## src/hw/qchsi_params.svh

```systemverilog
`ifndef QCHSI_PARAMS_SVH
`define QCHSI_PARAMS_SVH

// ************************************************************
// channel address codes in shared-select mode
// ************************************************************
`define QCHSI_ADDR_CHAN_A 2'h0
`define QCHSI_ADDR_CHAN_B 2'h1
`define QCHSI_ADDR_CHAN_C 2'h2
`define QCHSI_ADDR_CHAN_D 2'h3

// ************************************************************
// interrupt-enable bit positions, per channel nibble
// ************************************************************
`define QCHSI_IER_RX_DATA 0
`define QCHSI_IER_TX_EMPTY 1
`define QCHSI_IER_RX_ERROR 2
`define QCHSI_IER_MODEM 3
`define QCHSI_IER_WIDTH 4

// ************************************************************
// ready status byte layout and reset values
// ************************************************************
`define QCHSI_RDY_TX_LSB 0
`define QCHSI_RDY_RX_LSB 4
`define QCHSI_DATA_IDLE 8'h00
`define QCHSI_SYNC_RESET 1'h1

`endif

```

## src/hw/qchsi_pkg.sv

```systemverilog
package qchsi_pkg;
  // ************************************************************
  // bus style, as seen on the bus-style select pin
  // ************************************************************
  typedef enum logic
  {
    QCHSI_MODE_SHARED = 1'h0, // one select plus address bits
    QCHSI_MODE_PER_CHAN = 1'h1 // one select per channel
  } qchsi_mode_t;
endpackage : qchsi_pkg

```

## src/hw/qchsi_top.sv

```systemverilog
`include "qchsi_params.svh"

// Summary of operation
// RQ1 - shared mode: low select enables one channel
// RQ2 - shared mode: address bits pick one channel
// RQ3 - address 00=A, 01=B, 10=C, 11=D
// RQ4 - per-channel mode: shared select acts as A
// RQ5 - per-channel mode: low select addresses that channel
// RQ6 - inactive select blocks transfers to its channel
// RQ7 - shared mode: other selects lose select role
// RQ8 - ready select low drives ready status byte
// RQ9 - low nibble: inverted transmit-ready flags A-D
// RQ10 - high nibble: inverted receive-ready flags A-D
// RQ11 - eight-bit bus, released when not reading
// RQ12 - bit zero is least significant, channel A
// RQ13 - per-channel mode: four active-high interrupt outputs
// RQ14 - interrupt needs modem bit, enable, pending source
// RQ15 - sources: errors, rx data, tx empty, modem
// RQ16 - mode pin high per-channel, low shared
module qchsi_top #(
  parameter int NUM_CHAN = 4
) (
  input wire logic clk,
  input wire logic rst,
  input wire logic busModeSel, // pin: 1 per-channel, 0 shared
  input wire logic chanASelectN, // pin: channel A / shared select
  input wire logic chanBSelectN, // pin
  input wire logic chanCSelectN, // pin
  input wire logic chanDSelectN, // pin
  input wire logic [1:0] channelAddressBits, // pin
  input wire logic readyStatusSelectN, // pin
  input wire logic [NUM_CHAN-1:0] txReady, // core, same clock
  input wire logic [NUM_CHAN-1:0] rxReady, // core
  input wire logic [NUM_CHAN-1:0] modemControlBit3, // core
  input wire logic [NUM_CHAN*`QCHSI_IER_WIDTH-1:0] interruptEnableReg, // core
  input wire logic [NUM_CHAN-1:0] rxErrorPend, // core
  input wire logic [NUM_CHAN-1:0] rxDataPend, // core
  input wire logic [NUM_CHAN-1:0] txEmptyPend, // core
  input wire logic [NUM_CHAN-1:0] modemChangePend, // core
  input wire logic [7:0] hostDataIn, // pin, unused: writes not handled here
  output logic [7:0] hostDataOut,
  output logic hostDataOe,
  output logic [NUM_CHAN-1:0] chanSelect,
  output logic [NUM_CHAN-1:0] chanInt,
  output logic sharedIrq
);

  // ************************************************************
  // elaboration check
  // ************************************************************
  // the pin set and the packed byte only fit four channels
  if (NUM_CHAN != 4)
  begin : g_bad_chan
    $error("qchsi_top: NUM_CHAN must be 4");
  end

  // ************************************************************
  // pin synchronisers
  // ************************************************************
  localparam int SYNC_W = 8;
  logic [SYNC_W-1:0] pinRaw; // pins gathered
  logic [SYNC_W-1:0] syncA_reg; // first stage, read by second only
  logic [SYNC_W-1:0] syncB_reg; // second stage, safe to use
  logic [SYNC_W-1:0] syncA_next;
  logic [SYNC_W-1:0] syncB_next;
  qchsi_pkg::qchsi_mode_t busMode; // synced bus style
  logic [NUM_CHAN-1:0] selN; // synced selects, A first
  logic [1:0] addrSync; // synced address bits
  logic rdySelN; // synced ready select

  assign pinRaw = {readyStatusSelectN, channelAddressBits, chanDSelectN, chanCSelectN,
                   chanBSelectN, chanASelectN, busModeSel};
  assign busMode = qchsi_pkg::qchsi_mode_t'(syncB_reg[0]); // [RQ16]
  assign selN = syncB_reg[4:1];
  assign addrSync = syncB_reg[6:5];
  assign rdySelN = syncB_reg[7];

  // next values of the synchroniser
  always_comb
  begin
    syncA_next = pinRaw;
    syncB_next = syncA_reg;
  end

  // register the synchroniser; idle high keeps every select off
  always_ff @(posedge clk or posedge rst)
  begin
    if (rst)
    begin
      syncA_reg <= {SYNC_W{`QCHSI_SYNC_RESET}};
      syncB_reg <= {SYNC_W{`QCHSI_SYNC_RESET}};
    end
    else
    begin
      syncA_reg <= syncA_next;
      syncB_reg <= syncB_next;
    end
  end

  // ************************************************************
  // per-channel interrupt request
  // ************************************************************
  logic [NUM_CHAN-1:0] intReq; // combined request per channel

  for (genvar ch = 0; ch < NUM_CHAN; ch++)
  begin : g_chan
    logic [`QCHSI_IER_WIDTH-1:0] interrupt_enable_reg; // this channel's enables
    logic [`QCHSI_IER_WIDTH-1:0] pend; // this channel's sources
    assign interrupt_enable_reg = interruptEnableReg[ch*`QCHSI_IER_WIDTH +: `QCHSI_IER_WIDTH];
    assign pend[`QCHSI_IER_RX_DATA] = rxDataPend[ch]; // [RQ15]
    assign pend[`QCHSI_IER_TX_EMPTY] = txEmptyPend[ch]; // [RQ15]
    assign pend[`QCHSI_IER_RX_ERROR] = rxErrorPend[ch]; // [RQ15]
    assign pend[`QCHSI_IER_MODEM] = modemChangePend[ch]; // [RQ15]
    // all three terms needed, any enabled source will do
    assign intReq[ch] = modemControlBit3[ch] & (|(interrupt_enable_reg & pend)); // [RQ14]
  end

  // ************************************************************
  // select decode, ready byte and interrupt routing
  // ************************************************************
  logic [7:0] hostDataOut_reg;
  logic [7:0] hostDataOut_next;
  logic hostDataOe_reg;
  logic hostDataOe_next;
  logic [NUM_CHAN-1:0] chanSelect_reg;
  logic [NUM_CHAN-1:0] chanSelect_next;
  logic [NUM_CHAN-1:0] chanInt_reg;
  logic [NUM_CHAN-1:0] chanInt_next;
  logic sharedIrq_reg;
  logic sharedIrq_next;

  // next values of all outputs
  always_comb
  begin
    chanSelect_next = '0;
    unique case (busMode)
      qchsi_pkg::QCHSI_MODE_PER_CHAN:
      begin
        // each select owns its channel; A pin doubles as channel A
        chanSelect_next = ~selN; // [RQ4] [RQ5] [RQ6]
      end
      qchsi_pkg::QCHSI_MODE_SHARED:
      begin
        // only the shared select counts; B-D selects are ignored [RQ7]
        if (!selN[0]) // [RQ1]
        begin
          unique case (addrSync) // [RQ2] [RQ3]
            `QCHSI_ADDR_CHAN_A: chanSelect_next[0] = 1'h1;
            `QCHSI_ADDR_CHAN_B: chanSelect_next[1] = 1'h1;
            `QCHSI_ADDR_CHAN_C: chanSelect_next[2] = 1'h1;
            `QCHSI_ADDR_CHAN_D: chanSelect_next[3] = 1'h1;
          endcase
        end
      end
    endcase
    // ready byte; bit zero is channel A transmit [RQ12]
    if (!rdySelN) // [RQ8]
    begin
      hostDataOut_next = `QCHSI_DATA_IDLE;
      hostDataOut_next[`QCHSI_RDY_TX_LSB +: NUM_CHAN] = ~txReady; // [RQ9]
      hostDataOut_next[`QCHSI_RDY_RX_LSB +: NUM_CHAN] = ~rxReady; // [RQ10]
      hostDataOe_next = 1'h1;
    end
    else
    begin
      // released bus; quiet data avoids needless toggling
      hostDataOut_next = `QCHSI_DATA_IDLE;
      hostDataOe_next = 1'h0; // [RQ11]
    end
    // separate outputs only in per-channel mode, else one combined line
    chanInt_next = (busMode == qchsi_pkg::QCHSI_MODE_PER_CHAN) ? intReq : '0; // [RQ13]
    sharedIrq_next = (busMode == qchsi_pkg::QCHSI_MODE_SHARED) && (|intReq);
  end

  // register the outputs
  always_ff @(posedge clk or posedge rst)
  begin
    if (rst)
    begin
      hostDataOut_reg <= `QCHSI_DATA_IDLE;
      hostDataOe_reg <= 1'h0;
      chanSelect_reg <= '0;
      chanInt_reg <= '0;
      sharedIrq_reg <= 1'h0;
    end
    else
    begin
      hostDataOut_reg <= hostDataOut_next;
      hostDataOe_reg <= hostDataOe_next;
      chanSelect_reg <= chanSelect_next;
      chanInt_reg <= chanInt_next;
      sharedIrq_reg <= sharedIrq_next;
    end
  end

  assign hostDataOut = hostDataOut_reg;
  assign hostDataOe = hostDataOe_reg;
  assign chanSelect = chanSelect_reg;
  assign chanInt = chanInt_reg;
  assign sharedIrq = sharedIrq_reg;

  logic perChanNow; // mode as a plain bit; a sequence cannot go through $past
  assign perChanNow = (busMode == qchsi_pkg::QCHSI_MODE_PER_CHAN);
endmodule : qchsi_top

```

## config.mk

```make
export PLATFORM = sky130hd
export DESIGN_NAME = qchsi_top
export DESIGN_NICKNAME = d
export VERILOG_FILES = /design/src/hw/qchsi_pkg.sv /design/src/hw/qchsi_top.sv
export VERILOG_INCLUDE_DIRS = /design/src /design/src/hw
export SDC_FILE = /design/constraint.sdc
export NUM_CORES = 1
export LEC_CHECK = 0
export BUFFER_PORTS_ARGS = -buffer_cell sky130_fd_sc_hd__buf_2
export CAP_MARGIN = 25
export CORE_MARGIN = 4
export CORE_UTILIZATION = 44
export CTS_BUF_LIST = sky130_fd_sc_hd__clkbuf_4
export DETAILED_ROUTE_END_ITERATION = 6
export PLACE_DENSITY = 0.94
export SYNTH_ARGS = -nofsm -noshare
export SYNTH_HDL_FRONTEND = slang
export SYNTH_SLANG_ARGS = --single-unit
export TNS_END_PERCENT = 1
```

## constraint.sdc

```tcl
create_clock -name clk -period 2.24 [get_ports clk]
set_clock_uncertainty 0.1 [all_clocks]
set_input_delay 0.336 -clock clk [delete_from_list [all_inputs] [get_ports clk]]
set_output_delay 0.336 -clock clk [all_outputs]
set_load 0.01 [all_outputs]
```

==> qor.txt, run 1 <==
Startpoint Class = register
share of the synthesized area in the top cell type = 0.406
DRC violation count after routing = 0
P per Cell Area = 727 mW/mm^2
Final TNS setup = 0 ns
Synth area leader = dfrtp_1
Final Instance Area = 0.00167 mm^2
worst skew pair latency = 0.31 ns
synthesized area = 0.00111 mm^2
combined area of the multi-input logic cells = 219 um^2
top post-synthesis cells by area = dfrtp_1 (41%), dfstp_2 (38%), a22oi_1 (4.1%)
Worst Setup End Kind = output port
drt via density = 4.66
Worst Slack Setup Final = 0.961 ns
global-route wire length before repair = 3570 um
CTS Buf Count = 5
Total GRT Usage = 0.140
WS Path Type = register to output port
die area = 0.00339 mm^2
Max Cap Viol = 0
largest net degree at the start of global routing = 35
row cnt = 17
Core ar. = 0.00230 mm^2
Final GP Congestion = 0.721
min Tclk post-route = 1.28 ns
1st-iter DRT viols = 12
pre-CTS WS = 0.849 ns
layout cell share with drive strength beyond 1 = 0.611
post-DR wirelength/cell = 12.5 um
CTS tree = built
Die W = 58.2 um
Starting Density = 0.483
area delta synth->final = 50.7%
final worst-path cycle share = 0.571
Fill cells = 151
Clock Tree Buf Depth = 2
vias = 886
Worst-Margin Slew = 0.385 ns
Mapped Nets = 136
CP max stage delay = 0.39 ns
initial antenna violation count = 0
Final Hold Vio Count = 0
Total Routed Length = 2370 um
Mapped Cells = 74
Hold WS = 0.0550 ns
RSZ-0062 raised after global routing = no
Rel. slew slack = 0.743
H-tree depth = 2
Seq/Total Area, Yosys = 0.786
Final setup viols = 0
worst hold path type = input pin to register
CTS resizes = 0
Setup Buffers After CTS = 0
# diodes = 0
slowest cell on the critical path = dfrtp_1
fmax = 782 MHz
CP Max Fanout = 1
PortBufs = 71
final slew viol count = 0
TritonCTS Sinks = 34
final antenna-violating net count = 0
cts-stage hold buffer count = 4
FF+latch area = 871 um^2
family with the most delay on the worst path = flip-flops
number of synthesized register bits = 34
Yosys cell types = 16
Avg Inst Size Synth = 15.0 um^2
Ys Warns = 0
number of global-route vias before repair = 897
Placed Area = 0.00150 mm^2
Die Span Y = 58.2 um
worst path arrival time = 0.84 ns
CP required = 1.80 ns
Peak VDD IR = 0.000500 V
status = finished, final reports clean
leakage = 0.000878 uW
WP buf/inv = 1
critical-path cell list = buf_2
I/O pin cnt = 80
root buf cell = clkbuf_4
Final nets = 223
gr ovfl total = 0
clk slew on worst S/H paths = 0.09 ns
Pre-antenna DRT Iters = 3
[layout by cell type, fill, tap and decap left out, drive strengths merged, types with 2 or more instances in the layout]
cell | Yosys | routed
o21ai | 3 | 3
dfrtp | 18 | 18
and2 | 4 | 4
buf | 0 | 72
inv | 4 | 4
dlygate4sd3 | 0 | 9
a21boi | 4 | 4
clkbuf | 1 | 5
a22oi | 8 | 8
nor2 | 12 | 12
dfstp | 16 | 16
clkinv | 0 | 2
[worst reg2reg max path, stage by stage (launching register included)]
cell and delay [ns]:
dfstp_2 0.56, or4b_1 0.42, o21ai_0 0.09
[report_power, final]
group | leakage [uW] | switching (uW) | internal [uW] | total (uW)
Clock | 0.0000450 | 182 | 231 | 414
Combinational | 0.000434 | 57.6 | 72.5 | 130
Sequential | 0.000399 | 12.9 | 658 | 671
Total | 0.000878 | 253 | 962 | 1210
[per-stage QoR]
step           total power (uW)  utilization  instances
5_1_grt                    1270        0.727        190
6_report                   1210        0.727        190
3_3_place_gp                794        0.654        173
3_5_place_dp                803        0.654        173
4_1_cts                    1220        0.705        185
2_1_floorplan               725            -         74
[per-layer routing]
layer	vias up	track usage	routed length, um
met5	-	0	0
met4	0	0.0497	19
met3	3	0.0579	350
met2	54	0.276	1250
met1	404	0.124	746
li1	425	-	-
[synth_stat cells]
cell type and count:
a21boi_0 2, a21boi_1 2, a22oi_1 6, a22oi_2 2
and2_1 3, and2_2 1, clkbuf_1 1, dfrtp_1 18
dfstp_2 16, inv_1 4, nand3_1 1, nand4_1 1
nor2_1 12, o21ai_0 3, o41a_1 1, or4b_1 1
[path summary, 6_finish.rpt]
check | startpoint | end | slack, ns | cells after the start
max | hostDataOut[2]$_DFF_PP0_ | hostDataOut[2] | 0.96 | 1
min reg2reg | syncA_reg[0]$_DFF_PP1_ | syncB_reg[0]$_DFF_PP1_ | 0.26 | 0
min | txReady[0] | hostDataOut[0]$_DFF_PP0_ | 0.06 | 2
max in group asynchronous | rst | syncB_reg[7]$_DFF_PP1_ | 1.19 | 4
min in group asynchronous | rst | chanInt[3]$_DFF_PP0_ | 0.54 | 4
max reg2reg | syncB_reg[5]$_DFF_PP1_ | chanSelect[1]$_DFF_PP0_ | 0.98 | 2
[cells by family after synthesis]
kind of cell | share of synthesized area
AO/OA/AOI/OAI | 0.114
buffers and inverters | 0.0169
AND/OR/NAND/NOR | 0.0835
flip-flops | 0.786
[area by class of cell]
class                      instances  share of cell area
timing repair buffer              81               0.271
clock buffer                       5              0.0225
clock inverter                     3              0.0240
inverter                           4             0.00899
multi-input combinational         35               0.131
tap                               28              0.0210
sequential                        34               0.521
Power figures use the tool's default switching activity.
==> inputs of run 2 (changes only) <==
--- a/config.mk
+++ b/config.mk
@@ -6,13 +6,14 @@
 export SDC_FILE = /design/constraint.sdc
 export NUM_CORES = 1
 export LEC_CHECK = 0
+export ABC_AREA = 1
 export BUFFER_PORTS_ARGS = -buffer_cell sky130_fd_sc_hd__buf_2
 export CAP_MARGIN = 25
 export CORE_MARGIN = 4
-export CORE_UTILIZATION = 44
+export CORE_UTILIZATION = 41
 export CTS_BUF_LIST = sky130_fd_sc_hd__clkbuf_4
 export DETAILED_ROUTE_END_ITERATION = 6
-export PLACE_DENSITY = 0.94
+export PLACE_DENSITY = 0.89
 export SYNTH_ARGS = -nofsm -noshare
 export SYNTH_HDL_FRONTEND = slang
 export SYNTH_SLANG_ARGS = --single-unit
==> constraint.sdc (replaced) <==
create_clock -name clk -period 1.3 [get_ports clk]
set_clock_uncertainty 0.1 [all_clocks]
set_input_delay 0.195 -clock clk [delete_from_list [all_inputs] [get_ports clk]]
set_output_delay 0.195 -clock clk [all_outputs]
set_load 0.01 [all_outputs]
==> qor.txt, run 2 <==
status = finished, final reports clean
Post-synth ARST share = 1.00
synthesized area = 0.00110 mm^2
Seq/Total Area, Yosys = 0.790
non-filler cells, final = 216
Die W = 59.9 um
Max Cap Viol = 0
worst hold path type = input pin to register
slowest cell on the critical path = dfrtp_1
P per Cell Area = 1210 mW/mm^2
Hold Startpoint = modemControlBit3[2]
gr ovfl total = 0
share of the synthesized area in the top cell type = 0.409
die area = 0.00358 mm^2
Final TNS setup = 0 ns
Ys Warns = 0
TritonCTS Sinks = 34
CTS resizes = 0
leakage = 0.000957 uW
final core occ = 0.696
layout cell share with drive strength beyond 1 = 0.516
largest net degree at the start of global routing = 35
Mapped Nets = 151
reg2reg end = chanSelect[1]$_DFF_PP0_
vias = 950
number of synthesized register bits = 34
Mapped Cells = 89
CP max stage delay = 0.38 ns
Worst Setup End Kind = output port
CTS Buf Count = 5
Avg Inst Size Synth = 12.4 um^2
root buf cell = clkbuf_4
final slew viol count = 0
DRC violation count after routing = 0
final worst-path cycle share = 0.879
clk slew on worst S/H paths = 0.10 ns
CP required = 1.00 ns
row cnt = 18
Total GRT Usage = 0.175
most frequent cells after synthesis = nand2_1 (26), dfrtp_1 (18), dfstp_2 (16)
Peak VDD IR = 0.00133 V
Worst Hold End = chanInt[2]$_DFF_PP0_
initial antenna violation count = 0
1st-iter DRT viols = 16
pre-CTS WS = 0.181 ns
worst skew pair latency = 0.33 ns
family with the most delay on the worst path = flip-flops
count leader, synth = nand2_1
post-DP HPWL = 2020 um
Worst Reg-to-Reg Cells = 2
Post-synth EDFFs = 0
Total Routed Length = 2760 um
min Tclk post-route = 1.14 ns
Rel. slew slack = 0.744
most frequent cells in the layout = buf_2 (71), nand2_1 (26), dfrtp_1 (18), dlygate4sd3_1 (18), dfstp_2 (16)
Starting Density = 0.437
fmax = 875 MHz
top post-synthesis cells by area = dfrtp_1 (41%), dfstp_2 (38%), nand2_1 (8.9%)
R2R setup slack = 0.20 ns
WS Path Type = register to output port
CP Max Fanout = 1
I/O pin cnt = 80
area delta synth->final = 59.4%
drt via density = 4.40
Pre-antenna DRT Iters = 4
commonest non-fill, non-tap cell in the layout = buf_2
H-tree depth = 2
Worst Slack Setup Final = 0.158 ns
placed instance count = 190
WP buf/inv = 1
Final Hold Vio Count = 0
Die Span Y = 59.9 um
Startpoint Class = register
Final GP Congestion = 0.775
r2r startpoint = syncB_reg[0]$_DFF_PP1_
hold-critical path depth = 3
worst path arrival time = 0.85 ns
Hold WS = 0.0630 ns
Final setup viols = 0
Worst-Margin Slew = 0.384 ns
critical-path cell list = buf_2
global-route wire length before repair = 4310 um
Yosys cell types = 11
# diodes = 0
Synth area leader = dfrtp_1
Worst Setup SP = hostDataOut[0]$_DFF_PP0_
Top FF cell, synth = dfrtp_1
RSZ-0062 raised after global routing = no
PortBufs = 71
number of global-route vias before repair = 1038
Final nets = 247
Clock Tree Buf Depth = 2
final antenna-violating net count = 0
Core ar. = 0.00252 mm^2
CTS tree = built
post-DR wirelength/cell = 12.8 um
run 2: cell types whose count changed after synthesis, sizes merged, moves of 2 or more:
cell and change:
nor2 +2, and2 -4, nand2 +26, o32ai +3, a21boi -4, a22oi -8
run 2: stage by stage:
stage	total power [uW]	cell area, um^2
floorplan	1250	1100
global placement	1370	1500
detailed placement	1380	1500
CTS	2160	1760
global route	2250	1760
finish	2130	1760
run 2: final cells by class:
cell class	count	area (um^2)
fillers	188	766
inverters	5	18.8
well taps	30	37.5
multi-input cells	49	209
flip-flops and latches	34	871
clock inverters	3	40.0
clock buffers	5	37.5
repair buffers	90	543
run 2: routing by layer:
layer  part of all wire  track usage
met1               0.32        0.171
met2               0.55        0.295
met5                  0            0
met3              0.062       0.0497
met4              0.064        0.158
run 2: timing repair:
| action | 4_1_cts | 5_1_grt |
|---|---|---|
| hold endpoints to repair | 35 | 0 |
| setup endpoints to repair | 0 | 0 |
| hold buffers | 18 | 0 |
| buffers inserted | 0 | 0 |
run 2: cell families (layout without fill, tap and decap cells):
logic type             count (synthesis)  in the layout  synth area share
buffers and inverters                  6            103            0.0204
flip-flops                            34             34             0.790
AND/OR/NAND/NOR                       42             42             0.148
AO/OA/AOI/OAI                          7              7            0.0420
run 2: worst max-delay path by stage:
stage	end	slack, ns	cells past startpoint
after floorplan	chanInt[0]$_DFF_PP0_	0.28	1
after global placement	sharedIrq$_DFF_PP0_	0.21	7
after detailed placement	sharedIrq$_DFF_PP0_	0.18	7
after CTS	hostDataOut[7]	0.14	1
after global routing	hostDataOut[0]	0.09	1
final	hostDataOut[0]	0.16	1
run 2: report_power, final:
part | internal (uW) | total [uW] | switching [uW]
Sequential | 1130 | 1150 | 19.2
Combinational | 137 | 251 | 114
Clock | 398 | 730 | 332
